**config.mk**
```make
export PLATFORM = sky130hd
export DESIGN_NAME = cvsr_regs
export DESIGN_NICKNAME = d
export VERILOG_FILES = /design/src/common/cvsr_pkg.sv /design/src/hdl/cvsr_regs.sv
export SDC_FILE = /design/constraint.sdc
export NUM_CORES = 1
export LEC_CHECK = 0
export BUFFER_PORTS_ARGS = -buffer_cell sky130_fd_sc_hd__buf_2
export CORE_ASPECT_RATIO = 1.25
export CORE_MARGIN = 2
export CORE_UTILIZATION = 60
export CTS_BUF_LIST = sky130_fd_sc_hd__clkbuf_8 sky130_fd_sc_hd__clkbuf_16
export DETAILED_ROUTE_END_ITERATION = 10
export PLACE_DENSITY = 0.8
export SKIP_CTS_REPAIR_TIMING = 1
export SKIP_LAST_GASP = 1
export SYNTH_ARGS = -nofsm -noshare
export SYNTH_HDL_FRONTEND = slang
export SYNTH_SLANG_ARGS = --single-unit
```
**constraint.sdc**
```tcl
create_clock -name clk -period 5.23 [get_ports clk]
set_input_delay 1.3075 -clock clk [delete_from_list [all_inputs] [get_ports clk]]
set_output_delay 1.3075 -clock clk [all_outputs]
set_load 0.01 [all_outputs]
```
**src/common/cvsr_pkg.sv**
```systemverilog
/*
  Package for the converter voltage setting registers: subaddresses, field
  positions, reset values, voltage decode constants and the blanking time.
  Assumes a device logic clock of 250 MHz and a register access port that
  delivers already decoded I2C subaddress writes and reads.
*/
package cvsr_pkg;

  // subaddresses of the two configuration registers
  localparam logic [7:0] CVSR_ADDR_BUCK3    = 8'h18;
  localparam logic [7:0] CVSR_ADDR_BUCKBOOST = 8'h19;

  // reset values of the two registers
  localparam logic [7:0] CVSR_RST_BUCK3     = 8'h8c;
  localparam logic [7:0] CVSR_RST_BUCKBOOST = 8'hb2;

  // field positions
  localparam int CVSR_SKIP_BIT  = 7;
  localparam int CVSR_RSVD_BIT  = 6;
  localparam int CVSR_CODE_MSB  = 5;

  // highest legal buck-boost code, codes above are reserved
  localparam logic [5:0] CVSR_BB_CODE_MAX = 6'h34;
  localparam logic [5:0] CVSR_BB_STEP_KNEE = 6'h10;
  localparam logic [5:0] CVSR_B3_STEP_KNEE = 6'h1b;

  // voltage decode in millivolts
  localparam logic [15:0] CVSR_BB_BASE_MV   = 16'h0497; // 1175 mV at code 0
  localparam logic [15:0] CVSR_BB_KNEE_MV   = 16'h0640; // 1600 mV at code 10h
  localparam logic [15:0] CVSR_B3_BASE_MV   = 16'h0384; // 900 mV at code 0
  localparam logic [15:0] CVSR_B3_KNEE_MV   = 16'h0640; // 1600 mV at code 1bh
  localparam logic [15:0] CVSR_FINE_STEP_MV = 16'h0019; // 25 mV
  localparam logic [15:0] CVSR_WIDE_STEP_MV = 16'h0032; // 50 mV

  // monitor blanking time after a write
  localparam int CVSR_CLK_MHZ       = 250;
  localparam int CVSR_BLANK_MS      = 5;
  localparam int CVSR_BLANK_CYCLES  = CVSR_BLANK_MS * 1000 * CVSR_CLK_MHZ;

  // one register write from the access port
  typedef struct packed {
    logic       valid;
    logic [7:0] addr;
    logic [7:0] data;
  } cvsr_wr_t;

  // settings of one converter as seen by the analog side
  typedef struct packed {
    logic        pulse_skip_enable;
    logic [5:0]  code;
    logic [15:0] millivolts;
    logic        monitor_blank;
  } cvsr_conv_t;

endpackage

```
**src/hdl/cvsr_regs.sv**
```systemverilog
/*
  Holds the third buck and the buck-boost converter configuration registers,
  their voltage decode and the monitor blanking timers started by writes.
  Assumes the I2C slave runs on clk and presents one-cycle write strobes and
  a combinational read address; password state comes from the lock logic.
  The resistor select strap is a pin and is synchronised here.
*/
////////////////////////////////////////////////////////////////////////////////
// How it works
// - The buck-boost register sits at 18h+1 with reset b2h and its low six bits hold the voltage code.
// - A write to either register only lands while the password unlock is present.
// - Each buck-boost register write blanks that converter's voltage supervision for 5 ms.
// - After reset the buck-boost code may be replaced by a default chosen by the resistor select strap.
// - Bit 7 is a read-write pulse-skip enable resetting to one, and bit 6 reads zero.
// - Buck-boost codes 0h to fh step 25 mV from 1.175 V, then 50 mV from 1.600 V up to 3.400 V.
// - Third buck codes 24h to 3fh run from 2.050 V in 50 mV steps to 3.400 V.
// - The third buck register sits at 18h with reset 8ch and the same field layout.
// - Each third buck register write blanks that converter's supervision for 5 ms.
module cvsr_regs #(
  parameter int          BLANK_CYCLES = cvsr_pkg::CVSR_BLANK_CYCLES,
  parameter logic [5:0]  BB_STRAP_CODE = 6'h32
) (
  input  wire logic                 clk,
  input  wire logic                 rst,
  input  wire cvsr_pkg::cvsr_wr_t   wr,
  input  wire logic                 unlocked,
  input  wire logic [7:0]           rd_addr,
  input  wire logic                 resistor_select_input,
  output      logic [7:0]           rd_data,
  output      logic                 rd_hit,
  output      cvsr_pkg::cvsr_conv_t third_buck,
  output      cvsr_pkg::cvsr_conv_t buckboost
);

  logic [7:0]  b3_q;
  logic [7:0]  bb_q;
  logic        strap_s1_q;
  logic        strap_s2_q;
  logic        strap_done_q;
  logic        wr_b3;
  logic        wr_bb;
  logic [31:0] b3_cnt_q;
  logic [31:0] bb_cnt_q;
  logic [15:0] b3_mv_d;
  logic [15:0] bb_mv_d;

  //////////////////////////////////////////////////////////////////////////////
  // strap synchroniser, the pin is asynchronous to clk
  always_ff @(posedge clk) begin
    strap_s1_q <= resistor_select_input;
    strap_s2_q <= strap_s1_q;
  end

  // writes gated by password state
  assign wr_b3 = wr.valid && unlocked && (wr.addr == cvsr_pkg::CVSR_ADDR_BUCK3);
  assign wr_bb = wr.valid && unlocked && (wr.addr == cvsr_pkg::CVSR_ADDR_BUCKBOOST);

  // third buck register, bit 6 forced low
  always_ff @(posedge clk) begin
    if (rst) begin
      b3_q <= cvsr_pkg::CVSR_RST_BUCK3;
    end else if (wr_b3) begin
      b3_q <= wr.data & 8'hbf;
    end
  end

  // buck-boost register; strap is applied once, after reset release,
  // because a reset flop may only take a constant
  always_ff @(posedge clk) begin
    if (rst) begin
      bb_q         <= cvsr_pkg::CVSR_RST_BUCKBOOST;
      strap_done_q <= 1'b0;
    end else begin
      strap_done_q <= 1'b1;
      if (wr_bb) begin
        // reserved codes are host's duty to avoid; stored as written
        bb_q <= wr.data & 8'hbf;
      end else if (!strap_done_q && strap_s2_q) begin
        bb_q[cvsr_pkg::CVSR_CODE_MSB:0] <= BB_STRAP_CODE;
      end
    end
  end

  //////////////////////////////////////////////////////////////////////////////
  // blanking timers, restart on every accepted write
  always_ff @(posedge clk) begin
    if (rst) begin
      b3_cnt_q <= 32'h0;
      bb_cnt_q <= 32'h0;
    end else begin
      if (wr_b3) b3_cnt_q <= 32'(BLANK_CYCLES);
      else if (b3_cnt_q != 32'h0) b3_cnt_q <= b3_cnt_q - 32'h1;
      if (wr_bb) bb_cnt_q <= 32'(BLANK_CYCLES);
      else if (bb_cnt_q != 32'h0) bb_cnt_q <= bb_cnt_q - 32'h1;
    end
  end

  // voltage decode in millivolts
  always_comb begin
    logic [5:0] c3;
    logic [5:0] c4;
    c3 = b3_q[cvsr_pkg::CVSR_CODE_MSB:0];
    c4 = bb_q[cvsr_pkg::CVSR_CODE_MSB:0];
    if (c4 < cvsr_pkg::CVSR_BB_STEP_KNEE)
      bb_mv_d = 16'(cvsr_pkg::CVSR_BB_BASE_MV + cvsr_pkg::CVSR_FINE_STEP_MV * 16'(c4));
    else
      bb_mv_d = 16'(cvsr_pkg::CVSR_BB_KNEE_MV +
                    cvsr_pkg::CVSR_WIDE_STEP_MV * 16'(c4 - cvsr_pkg::CVSR_BB_STEP_KNEE));
    if (c3 < cvsr_pkg::CVSR_B3_STEP_KNEE)
      b3_mv_d = 16'(cvsr_pkg::CVSR_B3_BASE_MV + cvsr_pkg::CVSR_FINE_STEP_MV * 16'(c3));
    else
      b3_mv_d = 16'(cvsr_pkg::CVSR_B3_KNEE_MV +
                    cvsr_pkg::CVSR_WIDE_STEP_MV * 16'(c3 - cvsr_pkg::CVSR_B3_STEP_KNEE));
  end

  //////////////////////////////////////////////////////////////////////////////
  // registered outputs to the analog side; code change only while the
  // converter is off is the host's duty, nothing here blocks it
  always_ff @(posedge clk) begin
    if (rst) begin
      third_buck <= '0;
      buckboost  <= '0;
    end else begin
      third_buck.pulse_skip_enable <= b3_q[cvsr_pkg::CVSR_SKIP_BIT];
      third_buck.code              <= b3_q[cvsr_pkg::CVSR_CODE_MSB:0];
      third_buck.millivolts        <= b3_mv_d;
      third_buck.monitor_blank     <= wr_b3 || (b3_cnt_q > 32'h1);
      buckboost.pulse_skip_enable  <= bb_q[cvsr_pkg::CVSR_SKIP_BIT];
      buckboost.code               <= bb_q[cvsr_pkg::CVSR_CODE_MSB:0];
      buckboost.millivolts         <= bb_mv_d;
      buckboost.monitor_blank      <= wr_bb || (bb_cnt_q > 32'h1);
    end
  end

  // read port, registered; other addresses belong to other blocks
  always_ff @(posedge clk) begin
    if (rst) begin
      rd_data <= 8'h00;
      rd_hit  <= 1'b0;
    end else begin
      rd_hit  <= (rd_addr == cvsr_pkg::CVSR_ADDR_BUCK3) || (rd_addr == cvsr_pkg::CVSR_ADDR_BUCKBOOST);
      if (rd_addr == cvsr_pkg::CVSR_ADDR_BUCK3)          rd_data <= b3_q;
      else if (rd_addr == cvsr_pkg::CVSR_ADDR_BUCKBOOST) rd_data <= bb_q;
      else                                               rd_data <= 8'h00;
    end
  end

  //////////////////////////////////////////////////////////////////////////////
  // checks
  property p_rsvd_zero;
    @(posedge clk) disable iff (rst) !b3_q[cvsr_pkg::CVSR_RSVD_BIT] && !bb_q[cvsr_pkg::CVSR_RSVD_BIT];
  endproperty
  a_rsvd_zero: assert property (p_rsvd_zero) else $error("reserved bit set");

  property p_locked_write;
    @(posedge clk) disable iff (rst) (wr.valid && !unlocked && !(!strap_done_q && strap_s2_q))
      |=> $stable(bb_q) && $stable(b3_q);
  endproperty
  a_locked_write: assert property (p_locked_write) else $error("locked write changed register");

  property p_bb_write;
    @(posedge clk) disable iff (rst) wr_bb |=> bb_q == (($past(wr.data)) & 8'hbf);
  endproperty
  a_bb_write: assert property (p_bb_write) else $error("buck-boost write not stored");

  property p_bb_blank;
    @(posedge clk) disable iff (rst) wr_bb |=> buckboost.monitor_blank;
  endproperty
  a_bb_blank: assert property (p_bb_blank) else $error("no blanking after write");

  property p_b3_blank;
    @(posedge clk) disable iff (rst) wr_b3 |=> third_buck.monitor_blank;
  endproperty
  a_b3_blank: assert property (p_b3_blank) else $error("no third buck blanking");

  property p_bb_volt;
    @(posedge clk) disable iff (rst) (bb_q[5:0] == 6'h34) |=> buckboost.millivolts == 16'h0d48;
  endproperty
  a_bb_volt: assert property (p_bb_volt) else $error("buck-boost decode wrong");

  property p_b3_volt;
    @(posedge clk) disable iff (rst) (b3_q[5:0] == 6'h24) |=> third_buck.millivolts == 16'h0802;
  endproperty
  a_b3_volt: assert property (p_b3_volt) else $error("third buck decode wrong");

  property p_reset_val;
    @(posedge clk) $fell(rst) |-> b3_q == cvsr_pkg::CVSR_RST_BUCK3;
  endproperty
  a_reset_val: assert property (p_reset_val) else $error("third buck reset value wrong");

  property p_skip;
    @(posedge clk) disable iff (rst) wr_bb |=> ##1 buckboost.pulse_skip_enable == $past(wr.data[7], 2);
  endproperty
  a_skip: assert property (p_skip) else $error("pulse skip bit wrong");

  property p_b3_write;
    @(posedge clk) disable iff (rst) wr_b3 |=> b3_q == ($past(wr.data) & 8'hbf);
  endproperty
  a_b3_write: assert property (p_b3_write) else $error("third buck write not stored");

  // blanking must drop right after the last counted cycle
  property p_bb_blank_end;
    @(posedge clk) disable iff (rst) (bb_cnt_q == 32'h1) && !wr_bb |=> !buckboost.monitor_blank;
  endproperty
  a_bb_blank_end: assert property (p_bb_blank_end) else $error("buck-boost blanking too long");

  property p_b3_blank_end;
    @(posedge clk) disable iff (rst) (b3_cnt_q == 32'h1) && !wr_b3 |=> !third_buck.monitor_blank;
  endproperty
  a_b3_blank_end: assert property (p_b3_blank_end) else $error("third buck blanking too long");

  property p_rd_bb;
    @(posedge clk) disable iff (rst) (rd_addr == cvsr_pkg::CVSR_ADDR_BUCKBOOST) |=> rd_data == $past(bb_q);
  endproperty
  a_rd_bb: assert property (p_rd_bb) else $error("buck-boost read data wrong");

  property p_strap;
    @(posedge clk) disable iff (rst) (!strap_done_q && strap_s2_q && !wr_bb) |=>
      bb_q[cvsr_pkg::CVSR_CODE_MSB:0] == BB_STRAP_CODE;
  endproperty
  a_strap: assert property (p_strap) else $error("strap code not applied");

  c_bb_write: cover property (@(posedge clk) disable iff (rst) wr_bb);
  c_b3_write: cover property (@(posedge clk) disable iff (rst) wr_b3);
  c_locked:   cover property (@(posedge clk) disable iff (rst) wr.valid && !unlocked);
  c_strap:    cover property (@(posedge clk) disable iff (rst) !strap_done_q && strap_s2_q);

endmodule

```
==> qor.txt, run 1 <==
status: finished clean
Std-Cell Rows: 47
PD cells: 471 nW/um2
final cell utilization of the core: 69.7%
critical path type: reg -> reg
share of layout cells above drive strength 1: 14.0%
Final Wtd Congestion: 0.855
fin crit period: 4.78 ns
antenna violation net count after detailed routing: 0
RSZ-0062 raised after global routing: false
Layout Nets: 1,129
DR WL/cell: 14.9 um
arrival time at the worst endpoint: 5.10 ns
critical path's slowest cell: dfxtp_1
slew at the pin closest to its max-slew limit: 0.979 ns
die width: 107 um
Vias: 6,517
global-route wire length before repair: 29,200 um
Post-synth ARST share: 0%
Clock Sinks: 137
clock buffer depth: 2
relative slew slack: 34.2%
largest net degree at the start of global routing: 63
grt ovf: 0
Worst Skew: 0.00803 ns
CP Buf/Inv Count: 2
total track usage: 25.5%
initial antenna violation count: 0
Worst VDD drop: 0.464 mV
die area: 14,300 um2
Synthesis Warnings: 0
WL final: 17,500 um
CTS root buf: clkbuf_16
Post-Layout Cell Count: 1,171
TNS Setup: 0 ns
initial DRC count: 337
CTS clk-pin slew, worst paths: 0.06 ns
fin area: 9180 um2
Port Buf Inserts: 83
ant diodes: 0
Layout Area Growth over Synthesis: 14.3%
cts bufs inserted: 17
CTS tree: yes
Psw: 1.60 mW
DR WL met3: 756 um
IO Count: 86
Initial Utilization: 61.0%
placed cell count: 1,139
largest stage delay on the critical path: 0.53 ns
cells after synthesis: 906
synthesized flop and latch total: 137
Worst setup EP type: flip-flop
Reg power frac: 33.4%
setup violation total in the final timing report: 0
core area: 13,200 um2
Clk pwr share: 27.8%
Setup WS pre-CTS: 0.507 ns
Placed Area: 8590 um2
Sw Ratio: 36.9%
Final Cycle Share: 91.4%
critical path peak fanout: 8
fmax: 0.209 GHz
Fin. Hold Viols: 0
1st-pass router iterations: 4
Main synth FF type: dfxtp_1
wire length on met1: 7490 um
Clock Latency Late Sink: 0.43 ns
Worst Slack Setup Final: 0.448 ns
Via density: 5.57
total of max-cap violations: 0
Hold WC Path Type: reg -> reg
# DRC: 0
cell family with most CP delay: adder cells
register area share after synthesis: 34.2%
Chip Height: 133 um
internal power: 2.73 mW
Gate power share: 38.8%
post-DP HPWL: 12,200 um
Pleak: 4.33 nW
count of cell types in the netlist: 60
cell area after synthesis: 8030 um2
Worst EP required: 5.55 ns
EDFF count, synth: 0
vias in the first global route: 6,338
max layer used: met4
critical-path cell list: ha_1 -> a21oi_1 -> nor2b_1 -> xnor2_1 -> ha_1 -> ha_1 -> inv_1 -> fa_1 -> inv_1 -> ha_1 -> o21a_1 -> a211oi_1 -> a211oi_1 -> nand3b_1 -> o21ai_0 -> mux2_2
total design power: 4.32 mW
Min Hold Slack: 0.361 ns
Critical Path Most Common Cell: ha_1
CTS H-tree lvls: 4
Routed met2 length: 8670 um
crit path launch type: flip-flop
Slew Limit Fails: 0
Mean Syn Cell Area: 8.86 um2
[worst paths after layout]
check	depth (start not counted)	startpoint	slack, ns	end
hold reg to reg	0	strap_s1_q	0.36	strap_s2_q
setup / recovery	16	b3_q[1]	0.45	third_buck[15]
setup reg to reg	16	b3_q[1]	0.45	third_buck[15]
hold / removal	0	strap_s1_q	0.36	strap_s2_q
[metal layers]
| metal | vias to the layer above | global-route usage [%] |
|---|---|---|
| met3 | 52 | 4.99 |
| met2 | 167 | 44.8 |
| met5 | - | 0 |
| met4 | 0 | 10.8 |
| li1 | 3263 | - |
| met1 | 3035 | 30.1 |
[placed cells by master, fill, tap and decap left out, types with 4 or more instances in the layout]
master      count
ha_1           98
clkbuf_16      17
nor4_1         14
o211ai_1        5
nand2b_1        6
fa_1           15
nor2b_1        10
o21bai_1        4
xnor2_1        60
o21a_1          5
a211oi_1       15
nand3b_1        5
dfxtp_1       137
nor3_1         33
nand3_1        17
xor2_1         31
nand4b_1        4
mux2i_1        13
or2_2           9
a21oi_1        53
inv_1          74
or3_1          11
or4_1           7
a211o_1         4
nor2_1        125
buf_2          83
o21ai_0        20
clkinvlp_4      4
and2_1          5
nand2_1        47
a21o_1          9
[cells by family after synthesis]
group                      after synthesis  share of synthesized area (%)
other                                    1                         0.0467
muxes                                   15                           1.90
and+or+nand+nor                        313                           19.4
DFF                                    137                           34.2
adders and majority gates              113                           19.0
xor gates and xnor gates                91                           9.93
AOI/OAI and AO/OA                      137                           10.8
buffers and inverters                   99                           4.77
[flip-flops by register name, indices dropped and copies added, names as in the netlist]
register	cells
b3_cnt_q	32
bb_cnt_q	32
buckboost	24
third_buck	24
b3_q	7
bb_q	7
rd_data	7
rd_hit	1
strap_done_q	1
strap_s1_q	1
strap_s2_q	1
[cell type report]
| type | instances | area [um2] |
|---|---|---|
| Clock buffer | 20 | 467 |
| Clock inverter | 12 | 125 |
| Fill cell | 1043 | 4000 |
| Inverter | 73 | 274 |
| Multi-Input combinational cell | 672 | 4920 |
| Sequential cell | 137 | 2740 |
| Tap cell | 171 | 214 |
| Timing Repair Buffer | 86 | 438 |
[worst reg2reg max path: stages (launching register included)]
cell	delay, ns
dfxtp_1	0.53
ha_1	0.21
a21oi_1	0.09
nor2b_1	0.53
xnor2_1	0.28
ha_1	0.36
ha_1	0.29
inv_1	0.06
fa_1	0.50
inv_1	0.04
ha_1	0.34
o21a_1	0.22
a211oi_1	0.42
a211oi_1	0.10
nand3b_1	0.17
o21ai_0	0.18
mux2_2	0.35
[power groups by stage]
stage | registers (mW) | clock network [mW] | logic, mW
4_1_cts | 1.44 | 1.22 | 1.68
2_1_floorplan | 1.43 | 0 | 1.44
6_report | 1.44 | 1.20 | 1.68
3_3_place_gp | 1.45 | 0 | 1.62
3_5_place_dp | 1.46 | 0 | 1.65
5_1_grt | 1.48 | 1.26 | 1.87
[cells in the mapped netlist, drive strengths merged, types with 5 or more instances]
master / instances / share of area (%)
or2: 9 / 0.70
a21oi: 53 / 3.3
o211ai: 5 / 0.47
buf: 7 / 0.47
nand3: 19 / 1.3
inv: 72 / 3.4
o21ai: 22 / 1.5
dfxtp: 137 / 34
xnor2: 60 / 6.5
nor4: 16 / 1.3
nor2b: 10 / 0.78
nand3b: 5 / 0.47
clkbuf: 19 / 0.89
mux2i: 13 / 1.6
or3: 12 / 1.0
nand2: 47 / 2.2
nor3: 35 / 2.3
o21a: 5 / 0.47
fa: 15 / 3.7
a21o: 9 / 0.84
nand2b: 6 / 0.47
or4: 9 / 0.93
xor2: 31 / 3.4
a211oi: 15 / 1.4
nor2: 125 / 5.8
nand4b: 5 / 0.62
and2: 5 / 0.39
ha: 98 / 15
Power figures use the tool's default switching activity.
==> run 2: changes to the inputs <==
Settings changed: ABC_AREA from default to 1.
Clock period 5.23 ns to 4.7 ns, I/O delays scaled along.
==> qor.txt, run 2 <==
critical-path cell list: inv_1 -> ha_1 -> a21oi_1 -> xor2_1 -> ha_1 -> inv_1 -> fa_1 -> inv_1 -> fa_1 -> ha_1 -> nand2_1 -> inv_1 -> nand2_1 -> nand2_1 -> nor2_1 -> inv_1 -> nand2_1 -> nand2_2 -> nor2_1 -> nand3_1 -> nand2_1 -> inv_1 -> nor2_1
die width: 113 um (+4.8%)
placed cell count: 1,432 (+26%)
critical path type: reg -> reg
TNS Setup: 0 ns (unchanged)
Psw: 2.33 mW (+46%)
commonest non-fill, non-tap cell in the layout: nand2_1
Fin. Hold Viols: 0 (unchanged)
setup violation total in the final timing report: 0 (unchanged)
cells after synthesis: 1,182 (+30%)
initial antenna violation count: 0 (unchanged)
Main synth FF type: dfxtp_1
Chip Height: 140 um (+4.8%)
hold endpoint: strap_s2_q
reg2reg setup slack: 0.48 ns (+0.03 ns)
Via density: 5.45 (-2.0%)
slew at the pin closest to its max-slew limit: 0.825 ns (-0.154 ns)
status: finished clean
Worst VDD drop: 0.423 mV (-8.9%)
Gate power share: 46.1% (+7.3 points)
total of max-cap violations: 0 (unchanged)
ant diodes: 0 (unchanged)
Sw Ratio: 43.0% (+6.1 points)
Pleak: 5.21 nW (+20%)
R2R cell count: 23 (+7)
share of the synthesized area in the top cell type: 31.0% (-3.2 points)
total track usage: 26.2% (+0.74 points)
Layout Nets: 1,416 (+25%)
Hold WC Path Type: reg -> reg
Clock Sinks: 137 (unchanged)
Clk pwr share: 24.9% (-2.9 points)
Reg power frac: 29.1% (-4.3 points)
fmax: 0.237 GHz (+13%)
count leader, synth: nand2_1
hold path depth: 0 (unchanged)
core area: 14,400 um2 (+9.4%)
Post-synth ARST share: 0% (unchanged)
relative slew slack: 44.8% (+11 points)
EDFF count, synth: 0 (unchanged)
critical path peak fanout: 9 (+1)
antenna violation net count after detailed routing: 0 (unchanged)
commonest cells in the netlist: nand2_1 (215), nor2_1 (163), inv_1 (158)
DR WL/cell: 13.9 um (-6.7%)
Critical Path Most Common Cell: inv_1
internal power: 3.09 mW (+13%)
Clock Latency Late Sink: 0.43 ns (about the same)
fin crit period: 4.22 ns (-0.558 ns)
CTS H-tree lvls: 4 (unchanged)
largest net degree at the start of global routing: 40 (-37%)
Post-Layout Cell Count: 1,464 (+25%)
cell area after synthesis: 8850 um2 (+10%)
PD cells: 540 nW/um2 (+15%)
grt ovf: 0 (unchanged)
vias in the first global route: 7,534 (+19%)
CTS tree: yes
Synthesis Warnings: 0 (unchanged)
total design power: 5.41 mW (+25%)
top flop regs: b3_cnt_q (32), bb_cnt_q (32)
Crit Reg-Reg Endpoint: third_buck[15]
arrival time at the worst endpoint: 4.59 ns (-0.51 ns)
Initial Utilization: 61.4% (+0.49 points)
Final Cycle Share: 89.9% (-1.6 points)
top area cells in the synthesized netlist: dfxtp_1 (31%), ha_1 (14%), nand2_1 (9.1%), nor2_1 (6.9%), inv_1 (6.7%)
cell family with most CP delay: adder cells
register area share after synthesis: 31.0% (-3.2 points)
post-DP HPWL: 15,600 um (+28%)
Port Buf Inserts: 83 (unchanged)
CTS clk-pin slew, worst paths: 0.06 ns (about the same)
count of cell types in the netlist: 52 (-13%)
largest stage delay on the critical path: 0.53 ns (about the same)
Layout Area Growth over Synthesis: 13.2%
crit path launch type: flip-flop
1st-pass router iterations: 7 (+3)
Worst EP required: 5.07 ns (-0.48 ns)
initial DRC count: 493 (+46%)
Std-Cell Rows: 49 (+4.3%)
WL final: 20,300 um (+17%)
hold_sp: strap_s1_q
Worst setup EP type: flip-flop
Final Wtd Congestion: 0.915 (+7.0%)
critical path's slowest cell: dfxtp_1
CP Buf/Inv Count: 6 (+4)
Vias: 7,982 (+22%)
Mean Syn Cell Area: 7.49 um2 (-15%)
# DRC: 0 (unchanged)
clock buffer depth: 2 (unchanged)
CP startpoint: b3_q[2]
IO Count: 86 (unchanged)
Slew Limit Fails: 0 (unchanged)
commonest cells after routing, fill and taps aside: nand2_1 (215), nor2_1 (163), inv_1 (160)
CTS root buf: clkbuf_16
synthesized flop and latch total: 137 (unchanged)
worst reg2reg path startpoint: b3_q[2]
RSZ-0062 raised after global routing: false
die area: 15,700 um2 (+9.9%)
Worst Skew: 0.00853 ns (+0.000497 ns)
global-route wire length before repair: 33,600 um (+15%)
share of layout cells above drive strength 1: 14.9% (+0.85 points)
cts bufs inserted: 17 (unchanged)
cell taking the most area after synthesis: dfxtp_1
## run 2: cell types whose count changed in the layout (fill, tap and decap cells not counted), moves of 14 or more
| cell | delta |
|---|---|
| nand2_1 | +168 |
| nor2_1 | +38 |
| nand3_1 | +44 |
| nand4_1 | +18 |
| xnor2_1 | -38 |
| nor2_2 | +16 |
| inv_1 | +86 |
| inv_2 | +14 |
## run 2: metal layers
metal,track usage [%],wire length [um],vias up
met5,0,0,-
met4,11.9,612,0
met3,4.66,1020,55
met2,46.4,10100,243
met1,30.7,8570,3685
li1,-,-,3999
## run 2: worst max path at each step
stage               slack [ns]  cells after the start        endpoint
floorplan                 0.99                     23  third_buck[15]
global placement          0.61                     23  third_buck[15]
detailed placement        0.50                     23  third_buck[15]
CTS                       0.46                     23  third_buck[15]
global route              0.09                     26  third_buck[15]
finish                    0.48                     23  third_buck[15]
## run 2: layout make-up
class / instances / area [um2]
multi-input combinational: 857 / 5380
fill: 1164 / 4380
sequential: 137 / 2740
inverter: 174 / 653
timing repair buffer: 86 / 438
clock buffer: 17 / 425
tap: 178 / 223
clock inverter: 15 / 161
## run 2: logic make-up (layout without fill, tap and decap cells)
group / count (synthesis) / in the layout / synth area share, %
adder cells (fa/ha/maj): 114 / 114 / 17.4
AND/OR/NAND/NOR: 552 / 552 / 29.0
other: 1 / 3 / 0.0424
XOR/XNOR: 56 / 56 / 5.54
AO/OA/AOI/OAI: 132 / 132 / 8.71
flip-flops: 137 / 137 / 31.0
buffers and inverters: 190 / 292 / 8.33
## run 2: through the flow
stage | utilization [%] | hold WS [ns] | area, um2 | worst slack (ns)
floorplan | - | 0.310 | 8860 | 0.989
global placement | 65.5 | 0.312 | 9440 | 0.608
detailed placement | 65.5 | 0.316 | 9440 | 0.503
CTS | 69.6 | 0.330 | 10000 | 0.465
global route | 69.6 | 0.342 | 10000 | 0.0861
finish | 69.6 | 0.332 | 10000 | 0.476
## run 2: power by group through the flow
stage | combinational [mW] | clock [mW] | sequential [mW]
detailed placement | 2.47 | 0 | 1.59
global route | 2.79 | 1.41 | 1.60
CTS | 2.49 | 1.36 | 1.57
finish | 2.49 | 1.35 | 1.57
global placement | 2.42 | 0 | 1.59
floorplan | 2.05 | 0 | 1.56
==> run 3: changes to the inputs <==
--- a/config.mk
+++ b/config.mk
@@ -14,3 +14,3 @@
 export DETAILED_ROUTE_END_ITERATION = 10
-export PLACE_DENSITY = 0.8
+export PLACE_DENSITY = 0.81
 export SKIP_CTS_REPAIR_TIMING = 1
==> constraint.sdc (replaced) <==
create_clock -name clk -period 4.7 [get_ports clk]
set_input_delay 0.47 -clock clk [delete_from_list [all_inputs] [get_ports clk]]
set_output_delay 0.47 -clock clk [all_outputs]
set_load 0.01 [all_outputs]
==> qor.txt, run 3 (synthesis gave the netlist of run 2 again) <==
1st-pass router iterations: 5 (-2)
setup violation total in the final timing report: 0 (unchanged)
Worst VDD drop: 0.412 mV (-2.7%)
Setup WS pre-CTS: 0.469 ns (-0.0333 ns)
internal power: 3.13 mW (+1.2%)
die area: 15,700 um2 (unchanged)
largest net degree at the start of global routing: 40 (unchanged)
grt ovf: 0 (unchanged)
R2R cell count: 22 (-4.3%)
Crit Reg-Reg Endpoint: third_buck[15]
total of max-cap violations: 0 (unchanged)
WL final: 20,800 um (+2.2%)
Clock Latency Late Sink: 0.43 ns (about the same)
critical path type: reg -> reg
top flop regs: b3_cnt_q (32), bb_cnt_q (32)
fin crit period: 4.28 ns (+0.0558 ns)
total track usage: 26.8% (+0.55 points)
Worst EP required: 5.02 ns (-0.05 ns)
clock buffer depth: 2 (unchanged)
Clk pwr share: 25.1% (+0.2 points)
CTS H-tree lvls: 4 (unchanged)
Pleak: 5.21 nW (about the same)
commonest cells after routing, fill and taps aside: nand2_1 (215), nor2_1 (163), inv_1 (162)
relative slew slack: 43.9% (-0.97 points)
fillers: 1,138 (-2.2%)
Slew Limit Fails: 0 (unchanged)
Placed Area: 9420 um2 (-0.16%)
Psw: 2.31 mW (-0.66%)
slew at the pin closest to its max-slew limit: 0.840 ns (+0.0143 ns)
CTS root buf: clkbuf_16
Final Wtd Congestion: 0.947 (+3.5%)
Worst Skew: 0.00888 ns (+0.000352 ns)
fmax: 0.234 GHz (-1.3%)
Layout Nets: 1,414 (-0.14%)
core area: 14,400 um2 (unchanged)
post-DP HPWL: 15,600 um (about the same)
DR WL/cell: 14.2 um (+2.4%)
Final Cycle Share: 91.1% (+1.2 points)
worst reg2reg path startpoint: b3_q[2]
CTS tree: yes
Via density: 5.49 (+0.73%)
Initial Utilization: 61.4% (unchanged)
critical path peak fanout: 9 (unchanged)
# DRC: 0 (unchanged)
Std-Cell Rows: 49 (unchanged)
antenna violation net count after detailed routing: 0 (unchanged)
Critical Path Most Common Cell: nand2_1
CP endpoint: third_buck[15]
commonest non-fill, non-tap cell in the layout: nand2_1
crit path launch type: flip-flop
placed cell count: 1,430 (-0.14%)
critical path's slowest cell: fa_1
reg2reg setup slack: 0.42 ns (-0.06 ns)
Vias: 8,029 (+0.59%)
IO Count: 86 (unchanged)
ant diodes: 0 (unchanged)
Worst setup EP type: flip-flop
Fin. Hold Viols: 0 (unchanged)
critical-path cell list: inv_1 -> ha_1 -> a21oi_1 -> xor2_1 -> ha_1 -> ha_1 -> inv_1 -> fa_1 -> inv_1 -> ha_1 -> nand2_1 -> nand2_1 -> nand2_1 -> nand2_1 -> nor2_1 -> inv_1 -> nand2_1 -> nand2_2 -> nor2_1 -> nand4_1 -> nand2_1 -> nor2_1
Post-Layout Cell Count: 1,462 (-0.14%)
CP startpoint: b3_q[2]
initial antenna violation count: 0 (unchanged)
initial DRC count: 499 (+1.2%)
status: finished clean
Sw Ratio: 42.5% (-0.47 points)
vias in the first global route: 7,757 (+3.0%)
global-route wire length before repair: 34,500 um (+2.7%)
Clock Sinks: 137 (unchanged)
Chip Height: 140 um (unchanged)
Reg power frac: 29.0% (about the same)
largest stage delay on the critical path: 0.50 ns (-0.03 ns)
Gate power share: 45.9% (-0.2 points)
CTS clk-pin slew, worst paths: 0.05 ns (about the same)
TNS Setup: 0 ns (unchanged)
die width: 113 um (unchanged)
PD cells: 542 nW/um2 (+0.44%)
RSZ-0062 raised after global routing: false
Worst Slack Setup Final: 0.420 ns (-0.0558 ns)
share of layout cells above drive strength 1: 14.6% (-0.21 points)
cts bufs inserted: 17 (unchanged)
arrival time at the worst endpoint: 4.60 ns (about the same)
fin area: 10,000 um2 (about the same)
Hold WC Path Type: in -> reg
Layout Area Growth over Synthesis: 13.2% (about the same)
Port Buf Inserts: 83 (unchanged)
[run 3: changes by cell type in the layout (fill, tap and decap cells not counted), sizes merged]
cell    previous run  this run
clkbuf            17        20
inv              174       176
clkinv            11         6
buf               86        84
[run 3: worst max-delay path: cells and delay by family, from the launching register on]
family / cells / cell delay [ns]
xor+xnor: 1 / 0.39
flops: 1 / 0.45
simple gates: 11 / 1.16
fa+ha+maj: 5 / 1.69
compound gates: 1 / 0.18
buf+inv: 4 / 0.32
[run 3: how the worst min path moves through the flow]
| stage | depth (start not counted) | from | endpoint | slack, ns |
|---|---|---|---|---|
| finish | 1 | resistor_select_input | strap_s1_q | 0.14 |
| CTS | 1 | resistor_select_input | strap_s1_q | 0.13 |
| floorplan | 0 | strap_s1_q | strap_s2_q | 0.31 |
| global route | 1 | resistor_select_input | strap_s1_q | 0.14 |
| detailed placement | 0 | strap_s1_q | strap_s2_q | 0.32 |
| global placement | 0 | strap_s1_q | strap_s2_q | 0.32 |
[run 3: cell type report]
| cell class | count | area (um2) | area share (%) |
|---|---|---|---|
| flip-flops and latches | 137 | 2740 | 27.4 |
| clock inverters | 12 | 133 | 1.32 |
| inverters | 174 | 653 | 6.52 |
| clock buffers | 20 | 467 | 4.66 |
| multi-input cells | 857 | 5380 | 53.7 |
| repair buffers | 84 | 423 | 4.22 |
| well taps | 178 | 223 | 2.22 |
[run 3: power groups by stage]
stage	combinational [mW]	clock (mW)	sequential (mW)
after CTS	2.49	1.37	1.57
after global placement	2.41	0	1.59
after floorplan	2.05	0	1.56
after global routing	2.80	1.43	1.60
after detailed placement	2.47	0	1.59
final	2.50	1.36	1.58
[run 3: per-layer routing]
metal | global-route usage (%) | vias to the layer above | wire length [um]
met5 | 0 | - | 0
met4 | 13.0 | 0 | 722
met3 | 4.27 | 64 | 995
met2 | 46.8 | 271 | 10300
met1 | 31.7 | 3696 | 8760
li1 | - | 3998 | -
[run 3: stage by stage]
| stage | total power [mW] | util (%) | hold slack, ns |
|---|---|---|---|
| floorplan | 3.61 | - | 0.310 |
| global placement | 4.00 | 65.4 | 0.316 |
| detailed placement | 4.06 | 65.4 | 0.318 |
| CTS | 5.43 | 69.6 | 0.135 |
| global route | 5.83 | 69.6 | 0.138 |
| finish | 5.44 | 69.6 | 0.144 |
